File: src/hdl/iet_pkg.sv
// Notes on behaviour
// - zero period: counter stays zero, match every tick
// - full period wraps with match, never overflow
// - period write goes to buffer at once
// - lowered period below count waits for wrap
// - secondary below period: one match per cycle
// - secondary above period never matches
// - event mode start clears counter, loads buffer
// - event mode match clears counter, raises irq
// - event mode never drives timer outputs
// - event mode still raises secondary match irq
// - event mode full period wraps, no overflow
// - mode code 000 interval, 001 event count
// - interval mode may count event edges
// - counter read register returns live count
// - cleared output enable disables its pin
// - interval match clears, toggles, raises irq
package iet_pkg;
   // ======================================================
   // register map (byte addresses)
   localparam logic [4:0] IET_ADDR_CTL0 = 5'h00;
   localparam logic [4:0] IET_ADDR_CTL1 = 5'h04;
   localparam logic [4:0] IET_ADDR_IOC0 = 5'h08;
   localparam logic [4:0] IET_ADDR_IOC2 = 5'h0c;
   localparam logic [4:0] IET_ADDR_CNT  = 5'h10;
   localparam logic [4:0] IET_ADDR_CCR0 = 5'h14;
   localparam logic [4:0] IET_ADDR_CCR1 = 5'h18;
   localparam logic [4:0] IET_ADDR_OPT0 = 5'h1c;
   // ======================================================
   // field positions
   localparam int IET_CE_BIT   = 7;
   localparam int IET_EEE_BIT  = 5;
   localparam int IET_OE0_BIT  = 0;
   localparam int IET_OL0_BIT  = 1;
   localparam int IET_OE1_BIT  = 2;
   localparam int IET_OL1_BIT  = 3;
   localparam int IET_EES_LO   = 2;
   // ======================================================
   // codes and reset values
   localparam logic [2:0]  IET_MODE_INTERVAL = 3'h0;
   localparam logic [2:0]  IET_MODE_EVENT    = 3'h1;
   localparam logic [1:0]  IET_EDGE_NONE     = 2'h0;
   localparam logic [1:0]  IET_EDGE_RISE     = 2'h1;
   localparam logic [1:0]  IET_EDGE_FALL     = 2'h2;
   localparam logic [7:0]  IET_CTL_RST       = 8'h00;
   localparam logic [15:0] IET_CCR_RST       = 16'h0000;
   localparam logic [15:0] IET_CNT_IDLE      = 16'hffff;
   localparam logic [15:0] IET_CNT_ZERO      = 16'h0000;
   localparam logic [7:0]  IET_PRE_RST       = 8'h00;

   typedef struct packed {
      logic [7:0]  ctl0;
      logic [7:0]  ctl1;
      logic [7:0]  ioc0;
      logic [7:0]  ioc2;
      logic [15:0] ccr0;
      logic [15:0] ccr1;
      logic [15:0] buf0;
      logic [15:0] buf1;
      logic [15:0] cnt;
      logic [7:0]  pre;
      logic        running;
      logic        tff0;
      logic        tff1;
      logic        pin0;
      logic        pin1;
      logic        irq0;
      logic        irq1;
      logic [2:0]  ev_sync;
      logic [31:0] rdata;
   } iet_state_t;
endpackage : iet_pkg

File: src/hdl/iet_timer.sv
`timescale 1ns/100ps
module iet_timer (
   input  wire logic        pclk,
   input  wire logic        presetn,
   input  wire logic        psel,
   input  wire logic        penable,
   input  wire logic        pwrite,
   input  wire logic [4:0]  paddr,
   input  wire logic [31:0] pwdata,
   output logic      [31:0] prdata,
   output logic             pready,
   output logic             pslverr,
   input  wire logic        event_in,
   output logic             primary_timer_out,
   output logic             secondary_timer_out,
   output logic             period_match_irq,
   output logic             secondary_match_irq,
   output logic             overflow_irq
);
   // ======================================================
   // helpers
   function automatic logic addr_ok(input logic [4:0] a);
      addr_ok = (a == iet_pkg::IET_ADDR_CTL0) || (a == iet_pkg::IET_ADDR_CTL1) ||
                (a == iet_pkg::IET_ADDR_IOC0) || (a == iet_pkg::IET_ADDR_IOC2) ||
                (a == iet_pkg::IET_ADDR_CNT)  || (a == iet_pkg::IET_ADDR_CCR0) ||
                (a == iet_pkg::IET_ADDR_CCR1) || (a == iet_pkg::IET_ADDR_OPT0);
   endfunction : addr_ok

   // prescaler terminal count: divide by 2^sel
   function automatic logic pre_done(input logic [7:0] p, input logic [2:0] sel);
      logic [7:0] mask;
      mask = 8'(~(8'hff << sel));
      pre_done = ((p & mask) == mask);
   endfunction : pre_done

   iet_pkg::iet_state_t s_q;
   iet_pkg::iet_state_t s_d;

   logic       setup;
   logic       acc_wr;
   logic [2:0] mode;
   logic       ce;
   logic       ev_edge;
   logic       tick;
   logic       mode_ok;
   logic       is_event;
   logic       match0;
   logic       match1;

   // ======================================================
   // bus slave: zero wait state, read data latched in setup
   assign setup   = psel && !penable;
   assign acc_wr  = psel && penable && pwrite && addr_ok(paddr);
   assign pready  = 1'b1;
   assign pslverr = psel && penable && !addr_ok(paddr);
   assign prdata  = s_q.rdata;

   assign mode     = s_q.ctl1[2:0];
   assign ce       = s_q.ctl0[iet_pkg::IET_CE_BIT];
   assign mode_ok  = (mode == iet_pkg::IET_MODE_INTERVAL) ||
                     (mode == iet_pkg::IET_MODE_EVENT);
   assign is_event = (mode == iet_pkg::IET_MODE_EVENT);

   // ======================================================
   // event edge detect on synchronised input
   always_comb begin
      case (s_q.ioc2[iet_pkg::IET_EES_LO +: 2])
         iet_pkg::IET_EDGE_NONE: ev_edge = 1'b0;
         iet_pkg::IET_EDGE_RISE: ev_edge = s_q.ev_sync[1] && !s_q.ev_sync[2];
         iet_pkg::IET_EDGE_FALL: ev_edge = !s_q.ev_sync[1] && s_q.ev_sync[2];
         default:                ev_edge = s_q.ev_sync[1] ^ s_q.ev_sync[2];
      endcase
   end

   // count clock: event edges in event mode or with event clock select
   always_comb begin
      if (is_event || s_q.ctl1[iet_pkg::IET_EEE_BIT]) begin
         tick = ev_edge;
      end else begin
         tick = pre_done(s_q.pre, s_q.ctl0[2:0]);
      end
   end

   assign match0 = (s_q.cnt == s_q.buf0);
   assign match1 = (s_q.cnt == s_q.buf1);

   // ======================================================
   // next state
   always_comb begin
      s_d      = s_q;
      s_d.irq0 = 1'b0;
      s_d.irq1 = 1'b0;
      s_d.ev_sync = {s_q.ev_sync[1:0], event_in};
      s_d.pre  = s_q.pre + 8'h01;
      if (setup) begin
         case (paddr)
            iet_pkg::IET_ADDR_CTL0: s_d.rdata = {24'h0, s_q.ctl0};
            iet_pkg::IET_ADDR_CTL1: s_d.rdata = {24'h0, s_q.ctl1};
            iet_pkg::IET_ADDR_IOC0: s_d.rdata = {24'h0, s_q.ioc0};
            iet_pkg::IET_ADDR_IOC2: s_d.rdata = {24'h0, s_q.ioc2};
            iet_pkg::IET_ADDR_CNT:  s_d.rdata = {16'h0, s_q.cnt};
            iet_pkg::IET_ADDR_CCR0: s_d.rdata = {16'h0, s_q.ccr0};
            iet_pkg::IET_ADDR_CCR1: s_d.rdata = {16'h0, s_q.ccr1};
            default:                s_d.rdata = 32'h0;
         endcase
      end
      if (acc_wr) begin
         case (paddr)
            iet_pkg::IET_ADDR_CTL0: s_d.ctl0 = pwdata[7:0] & 8'h87;
            iet_pkg::IET_ADDR_CTL1: s_d.ctl1 = pwdata[7:0] & 8'h67;
            iet_pkg::IET_ADDR_IOC0: s_d.ioc0 = pwdata[7:0] & 8'h0f;
            iet_pkg::IET_ADDR_IOC2: s_d.ioc2 = pwdata[7:0] & 8'h0f;
            iet_pkg::IET_ADDR_CCR0: begin
               s_d.ccr0 = pwdata[15:0];
               s_d.buf0 = pwdata[15:0];
            end
            iet_pkg::IET_ADDR_CCR1: begin
               s_d.ccr1 = pwdata[15:0];
               s_d.buf1 = pwdata[15:0];
            end
            default: begin
            end
         endcase
      end
      if (!ce || !mode_ok) begin
         // halted: counter parked, outputs back to idle
         s_d.cnt     = iet_pkg::IET_CNT_IDLE;
         s_d.running = 1'b0;
         s_d.tff0    = 1'b0;
         s_d.tff1    = 1'b0;
         s_d.pre     = iet_pkg::IET_PRE_RST;
         if (!acc_wr || paddr != iet_pkg::IET_ADDR_CCR0) begin
            s_d.buf0 = s_q.ccr0;
         end
         if (!acc_wr || paddr != iet_pkg::IET_ADDR_CCR1) begin
            s_d.buf1 = s_q.ccr1;
         end
      end else if (tick) begin
         if (!s_q.running) begin
            // first count clock clears from ffff
            s_d.running = 1'b1;
            s_d.cnt     = iet_pkg::IET_CNT_ZERO;
            s_d.tff0    = s_q.tff0 ^ !is_event;
         end else begin
            if (match0) begin
               s_d.cnt  = iet_pkg::IET_CNT_ZERO;
               s_d.irq0 = 1'b1;
               s_d.tff0 = s_q.tff0 ^ !is_event;
            end else begin
               s_d.cnt  = s_q.cnt + 16'h0001;
            end
            if (match1) begin
               s_d.irq1 = 1'b1;
               s_d.tff1 = s_q.tff1 ^ !is_event;
            end
         end
      end
      s_d.pin0 = !is_event && s_q.ioc0[iet_pkg::IET_OE0_BIT] &&
                 (s_d.tff0 ^ s_q.ioc0[iet_pkg::IET_OL0_BIT]);
      s_d.pin1 = !is_event && s_q.ioc0[iet_pkg::IET_OE1_BIT] &&
                 (s_d.tff1 ^ s_q.ioc0[iet_pkg::IET_OL1_BIT]);
   end

   always_ff @(posedge pclk or negedge presetn) begin
      if (!presetn) begin
         s_q         <= '0;
         s_q.cnt     <= iet_pkg::IET_CNT_IDLE;
         s_q.buf0    <= iet_pkg::IET_CCR_RST;
         s_q.ctl0    <= iet_pkg::IET_CTL_RST;
      end else begin
         s_q <= s_d;
      end
   end

   assign primary_timer_out   = s_q.pin0;
   assign secondary_timer_out = s_q.pin1;
   assign period_match_irq    = s_q.irq0;
   assign secondary_match_irq = s_q.irq1;
   // no overflow in interval or event count operation
   assign overflow_irq        = 1'b0;

   // ======================================================
   // checks
   chk_halt_quiet: assert property (@(posedge pclk) disable iff (!presetn)
      !ce |=> !period_match_irq && !secondary_match_irq && s_q.cnt == 16'hffff)
      else $error("halted timer counted or matched");
   chk_match_clear: assert property (@(posedge pclk) disable iff (!presetn)
      period_match_irq |-> s_q.cnt == 16'h0000 && $past(s_q.cnt) == $past(s_q.buf0))
      else $error("period match without clear");
   chk_zero_period: assert property (@(posedge pclk) disable iff (!presetn)
      s_q.running && s_q.buf0 == 16'h0000 && $past(s_q.buf0) == 16'h0000
      |-> s_q.cnt == 16'h0000)
      else $error("zero period counter left zero");
   chk_full_wrap: assert property (@(posedge pclk) disable iff (!presetn)
      s_q.running && tick && s_q.cnt == 16'hffff && s_q.buf0 == 16'hffff && ce && mode_ok
      |=> period_match_irq && !overflow_irq)
      else $error("full period wrap wrong");
   chk_late_wrap: assert property (@(posedge pclk) disable iff (!presetn)
      ce && mode_ok && s_q.running && tick && s_q.cnt == 16'hffff && s_q.buf0 != 16'hffff
      && !acc_wr |=> s_q.cnt == 16'h0000 && !period_match_irq)
      else $error("wrap past lowered period wrong");
   chk_ccr0_now: assert property (@(posedge pclk) disable iff (!presetn)
      acc_wr && paddr == iet_pkg::IET_ADDR_CCR0 |=> s_q.buf0 == $past(pwdata[15:0]))
      else $error("period buffer not loaded at once");
   chk_sec_match: assert property (@(posedge pclk) disable iff (!presetn)
      secondary_match_irq |-> $past(s_q.cnt) == $past(s_q.buf1) && $past(ce))
      else $error("secondary match on wrong count");
   chk_event_pins: assert property (@(posedge pclk) disable iff (!presetn)
      is_event |=> !primary_timer_out && !secondary_timer_out)
      else $error("event mode drove timer outputs");
   chk_oe_off: assert property (@(posedge pclk) disable iff (!presetn)
      !s_q.ioc0[iet_pkg::IET_OE0_BIT] |=> !primary_timer_out)
      else $error("disabled primary output driven");
   chk_read_cnt: assert property (@(posedge pclk) disable iff (!presetn)
      setup && paddr == iet_pkg::IET_ADDR_CNT |=> prdata == {16'h0, $past(s_q.cnt)})
      else $error("counter read mismatch");

   cov_interval_irq: cover property (@(posedge pclk) disable iff (!presetn)
      !is_event && period_match_irq);
   cov_event_irq: cover property (@(posedge pclk) disable iff (!presetn)
      is_event && period_match_irq);
   cov_sec_irq: cover property (@(posedge pclk) disable iff (!presetn)
      secondary_match_irq && secondary_timer_out);
   cov_wrap: cover property (@(posedge pclk) disable iff (!presetn)
      s_q.running && s_q.cnt == 16'hffff ##1 s_q.cnt == 16'h0000);
endmodule : iet_timer
File: config.mk
export PLATFORM = sky130hd
export DESIGN_NAME = iet_timer
export DESIGN_NICKNAME = d
export VERILOG_FILES = /design/src/hdl/iet_pkg.sv /design/src/hdl/iet_timer.sv
export SDC_FILE = /design/constraint.sdc
export NUM_CORES = 1
export LEC_CHECK = 0
export BUFFER_PORTS_ARGS = -buffer_cell sky130_fd_sc_hd__buf_2
export CORE_ASPECT_RATIO = 0.5
export CORE_MARGIN = 2
export CORE_UTILIZATION = 30
export CTS_CLUSTER_SIZE = 14
export DETAILED_ROUTE_END_ITERATION = 10
export PLACE_DENSITY = 0.48
export SETUP_SLACK_MARGIN = 0.4
export SLEW_MARGIN = 20
export SYNTH_ARGS = -nofsm -noshare
export SYNTH_HDL_FRONTEND = slang
export SYNTH_SLANG_ARGS = --single-unit
File: constraint.sdc
create_clock -name pclk -period 3.28 [get_ports pclk]
set_input_delay 0.164 -clock pclk [delete_from_list [all_inputs] [get_ports pclk]]
set_output_delay 0.164 -clock pclk [all_outputs]
set_load 0.02 [all_outputs]
# Word-level counts from Yosys, hierarchy flattened
# Cells that the tools add are included.
# word_totals
register_bits	147
latch_bits	0
ram_bits	0
romBits	0
in_bits	43
out_inout_bits	39
word_cells	110
memories	0
# classes
add_sub_neg	2
multipliers	0
n_div	0
order_cmp	0
n_eq_ne	15
shift	1
n_mux	25
n_bitwise	7
reduce_logical	41
# op_table
op	n
16-bit two-way mux	8
16-bit one-hot mux with 7 select lines	1
32-bit two-way mux	2
16-bit == test	2
5-bit == test (second input constant)	4
16-bit by 1-bit adder with 16-bit output (second input constant)	1
1-bit logical OR	12
2-bit AND reduction	6
1-bit logical AND	11
5-bit by 4-bit == test with 1-bit output (second input constant)	2
5-bit != test (second input constant)	2
8-bit by 1-bit adder with 8-bit output (second input constant)	1
8-bit bitwise AND	1
8-bit == test	1
1-bit logical NOT	8
8-bit two-way mux	1
8-bit inverter	1
8-bit by 3-bit << shifter with 8-bit output (first input constant)	1
1-bit two-way mux	7
2-bit two-way mux	3
3-bit two-way mux	2
5-bit by 3-bit == test with 1-bit output (second input constant)	1
5-bit logical NOT	1
1-bit XOR	5
other kinds (7)	7

# Logic depth before layout (Yosys ltp)
# logic_depth
word_depth	13
mapped_depth	10
depth_no_buf	9

# Worst setup path before layout
# No wires, ideal clock.
# synth_timing
path_kind	reg2reg
from	register s_q[58] in the netlist's numbering
to	register s_q (netlist bit secondary_timer_out)
setup_ns	0.079
t_arrival_ns	2.239
required_time_ns	3.201
path_slack_ns	0.962
path_stages_with_launch	9
n_path_buf	1
period_less_slack_ns	2.318
cell_sequence	dfstp_2 clkbuf_1 xnor2_1 nand2_1 nor4_1 nand4_1 or4_4 a21oi_2 mux2i_1
# synth_rtl
element	line	rtl
from (decl)	iet_timer.sv:36	iet_pkg::iet_state_t s_q;

==> metrics.cfg <==
[outcome]
outcome = finished, final reports clean

[yosys]
synth_commonest_cells = nand2_1, dfrtp_1, o21ai_0, buf_4, mux2i_1
synth-edff-count = 0
yosysTopAreaCellShare_pct = 43.8
syn_area_um2 = 6510
synthMuxAreaShare_pct = 8.17
ys_seq_area_share_pct = 50.3
yosys_warnings = 0
ys.flop_type = dfrtp_1
ys_types = 52
yosys.area.top_type = dfrtp_1
ys_ff_latch = 130
synth_xor_area_share_pct = 5.12
async_reset_ff_share_pct = 100
yosysMostFrequentCell = nand2_1
synth_area_leaders = dfrtp_1, nand2_1, dfstp_2, mux2i_1, o21ai_0
synthAdderAreaFrac_pct = 0.769
yosys.area_share.simple_pct = 15.8
synth_top_family_by_area = simple AND/OR/NAND/NOR gates
synthCells = 661
synth_area_per_cell_um2 = 9.84
synth-compound-area-share_pct = 13.0

[sta]
setup_viol = 0
max_freq_ghz = 0.366
fin_crit_sh_pct = 83.2
worst_pin_slew_ns = 0.827
rsz0062_at_grt = no
fin_crit_ns = 2.73
slew_headroom_pct = 44.7
fin_tns_setup_ns = 0
hold_violations = 0
fin_skew_ns = 0.00749
drv_slew = 0

[floorplan]
die_area_um2 = 23000
rows = 38
die_h_um = 108
initial_utilization_pct = 30.3
boundaryPins = 82
fp.dieW_um = 212
fp.coreArea_um2 = 21500

[cells_and_area]
layout.nets = 743
layout-drive-gt1-share_pct = 18.6
fin_area_um2 = 7590
diodes = 0
utilization_pct = 35.3
areaGrowthSynthToFinish_pct = 16.6

[clock_network]
post_cts_buffers = 0
path_clk_slew_ns = 0.06
clk_latency_ns = 0.41
cts_root_buf = clkbuf_16
clockBufferDepth = 2
cts_sinks = 130
cts_tree = yes
cts_max_level = 4
numCtsBuffers = 17

[detailed_routing]
drt-initial-drc-count = 327
dr.pass1.iters = 5
vias_per_cell = 4.83
totalWireLength_mm = 17.4
wire_per_inst_um = 17.2
vias = 4864
drcViolationCount = 0
drtAntennaViolNets = 0

[pwr]
power.share.combinational_pct = 7.6
p_sw_uw = 934
vdd_drop_max_v = 0.000324
p_seq_share_pct = 44.2
clkPwrFrac_pct = 48.1
swShare_pct = 24.3
leakage_uw = 0.00360
p_int_uw = 2910
power_density_nw_per_um2 = 507

[min_path]
min_path_type = in2reg

[global_route]
antenna_found_initial = 0
grt_pass1_wl_mm = 27.8
grt_usage_pct = 16.1
grt_overflow = 0
grt_max_degree = 69
grt_pass1_vias = 4901

[critical_path]
start_kind = register
criticalPathCategory = reg2reg
worstPathArrival_ns = 3.06
crit_path_max_fanout = 10
cp-end-kind = register
worst_ep_required_time_ns = 3.61

[run]
maxCapViolCount = 0

[placement]
hpwl_mm = 12.1
place_area_um2 = 6890
io_buffers = 47
place_congestion = 0.839

==> critical path, cell delays in order, from the launching register on <==
cell and delay (ns):
dfstp_2 0.65, xnor2_1 0.22, nand2_1 0.09, nor4_1 0.37, nand4_1 0.30, or4_4 0.59
a21oi_2 0.21, mux2i_1 0.21
==> layout make-up <==
type / instances / area [µm²]
fillers: 2197 / 13900
flip-flops and latches: 130 / 3270
multi-input cells: 468 / 2880
clock buffers: 21 / 460
repair buffers: 72 / 459
well taps: 300 / 375
clock inverters: 10 / 110
inverters: 7 / 26.3
==> cells in the final DEF (no fill, tap or decap), types with 7 or more instances in the layout <==
master,instances
o21ai_0,59
nor3_1,7
a31oi_1,7
a21oi_1,17
dfstp_2,16
buf_2,46
a22o_1,12
nand3_1,15
dlygate4sd3_1,12
nand2_1,126
mux2i_1,34
buf_4,13
xnor2_1,12
mux2_2,17
nor2_1,23
a22oi_1,7
and3_1,11
inv_1,7
o311ai_0,11
xor2_1,26
nor4_1,7
clkbuf_16,17
conb_1,18
dfrtp_1,114
==> kinds of logic (layout without fill, tap and decap cells) <==
group / Yosys count / in the layout
buffers and inverters: 79 / 110
adder cells (fa/ha/maj): 4 / 4
other: 2 / 18
flip-flops: 130 / 130
AND/OR/NAND/NOR: 224 / 224
XOR/XNOR: 38 / 38
AO/OA/AOI/OAI: 133 / 133
multiplexers: 51 / 51
==> through the flow <==
stage               std cells  power, µW  worst slack (ns)  hold slack, ns
floorplan                 677       1910             0.962          -0.132
global placement          965       2010             0.579           0.209
detailed placement        965       2010             0.500           0.214
CTS                      1008       3890             0.480         0.00531
global route             1008       4000             0.422          0.0294
finish                   1008       3840             0.550          0.0173
==> power groups by stage <==
stage,combinational [µW],clock [µW],sequential (µW)
floorplan,202,0,1700
global placement,280,0,1730
detailed placement,283,0,1730
CTS,295,1890,1700
global route,330,1960,1710
finish,294,1850,1700
==> registers in the layout, indices dropped and copies added (netlist names) <==
name / cells
ce: 1
secondary_timer_out: 1
mode: 3
s_d: 2
s_q: 104
primary_timer_out: 1
period_match_irq: 1
prdata: 16
secondary_match_irq: 1
==> worst paths after layout <==
kind                                startpoint                             to  slack, ns  cells past startpoint
setup / recovery           s_q[58]$_DFFE_PN1P_  secondary_timer_out$_DFF_PN0_       0.55                      7
hold reg to reg              s_d[33]$_DFF_PN0_              s_d[34]$_DFF_PN0_       0.35                      0
hold / removal                       pwdata[7]           s_q[105]$_DFFE_PN0N_       0.02                      3
max in group asynchronous              presetn            s_q[65]$_DFFE_PN1P_       2.10                      3
setup reg to reg           s_q[58]$_DFFE_PN1P_  secondary_timer_out$_DFF_PN0_       0.55                      7
min in group asynchronous              presetn              s_d[33]$_DFF_PN0_       0.32                      2
==> routing by layer <==
metal  share of wire, %  wire length (µm)  GRT usage (%)
met1                 51              8840           23.2
met2                 44              7720           25.2
met3                3.8               653           2.85
met4               0.88               152           4.05
met5                  0                 0              0
==> repair_timing <==
item	CTS	global route
gates resized for setup	0	2
endpoints found under the setup margin	0	4
hold buffers	12	0
endpoints found under the hold margin	90	0
Power figures use the tool's default switching activity.
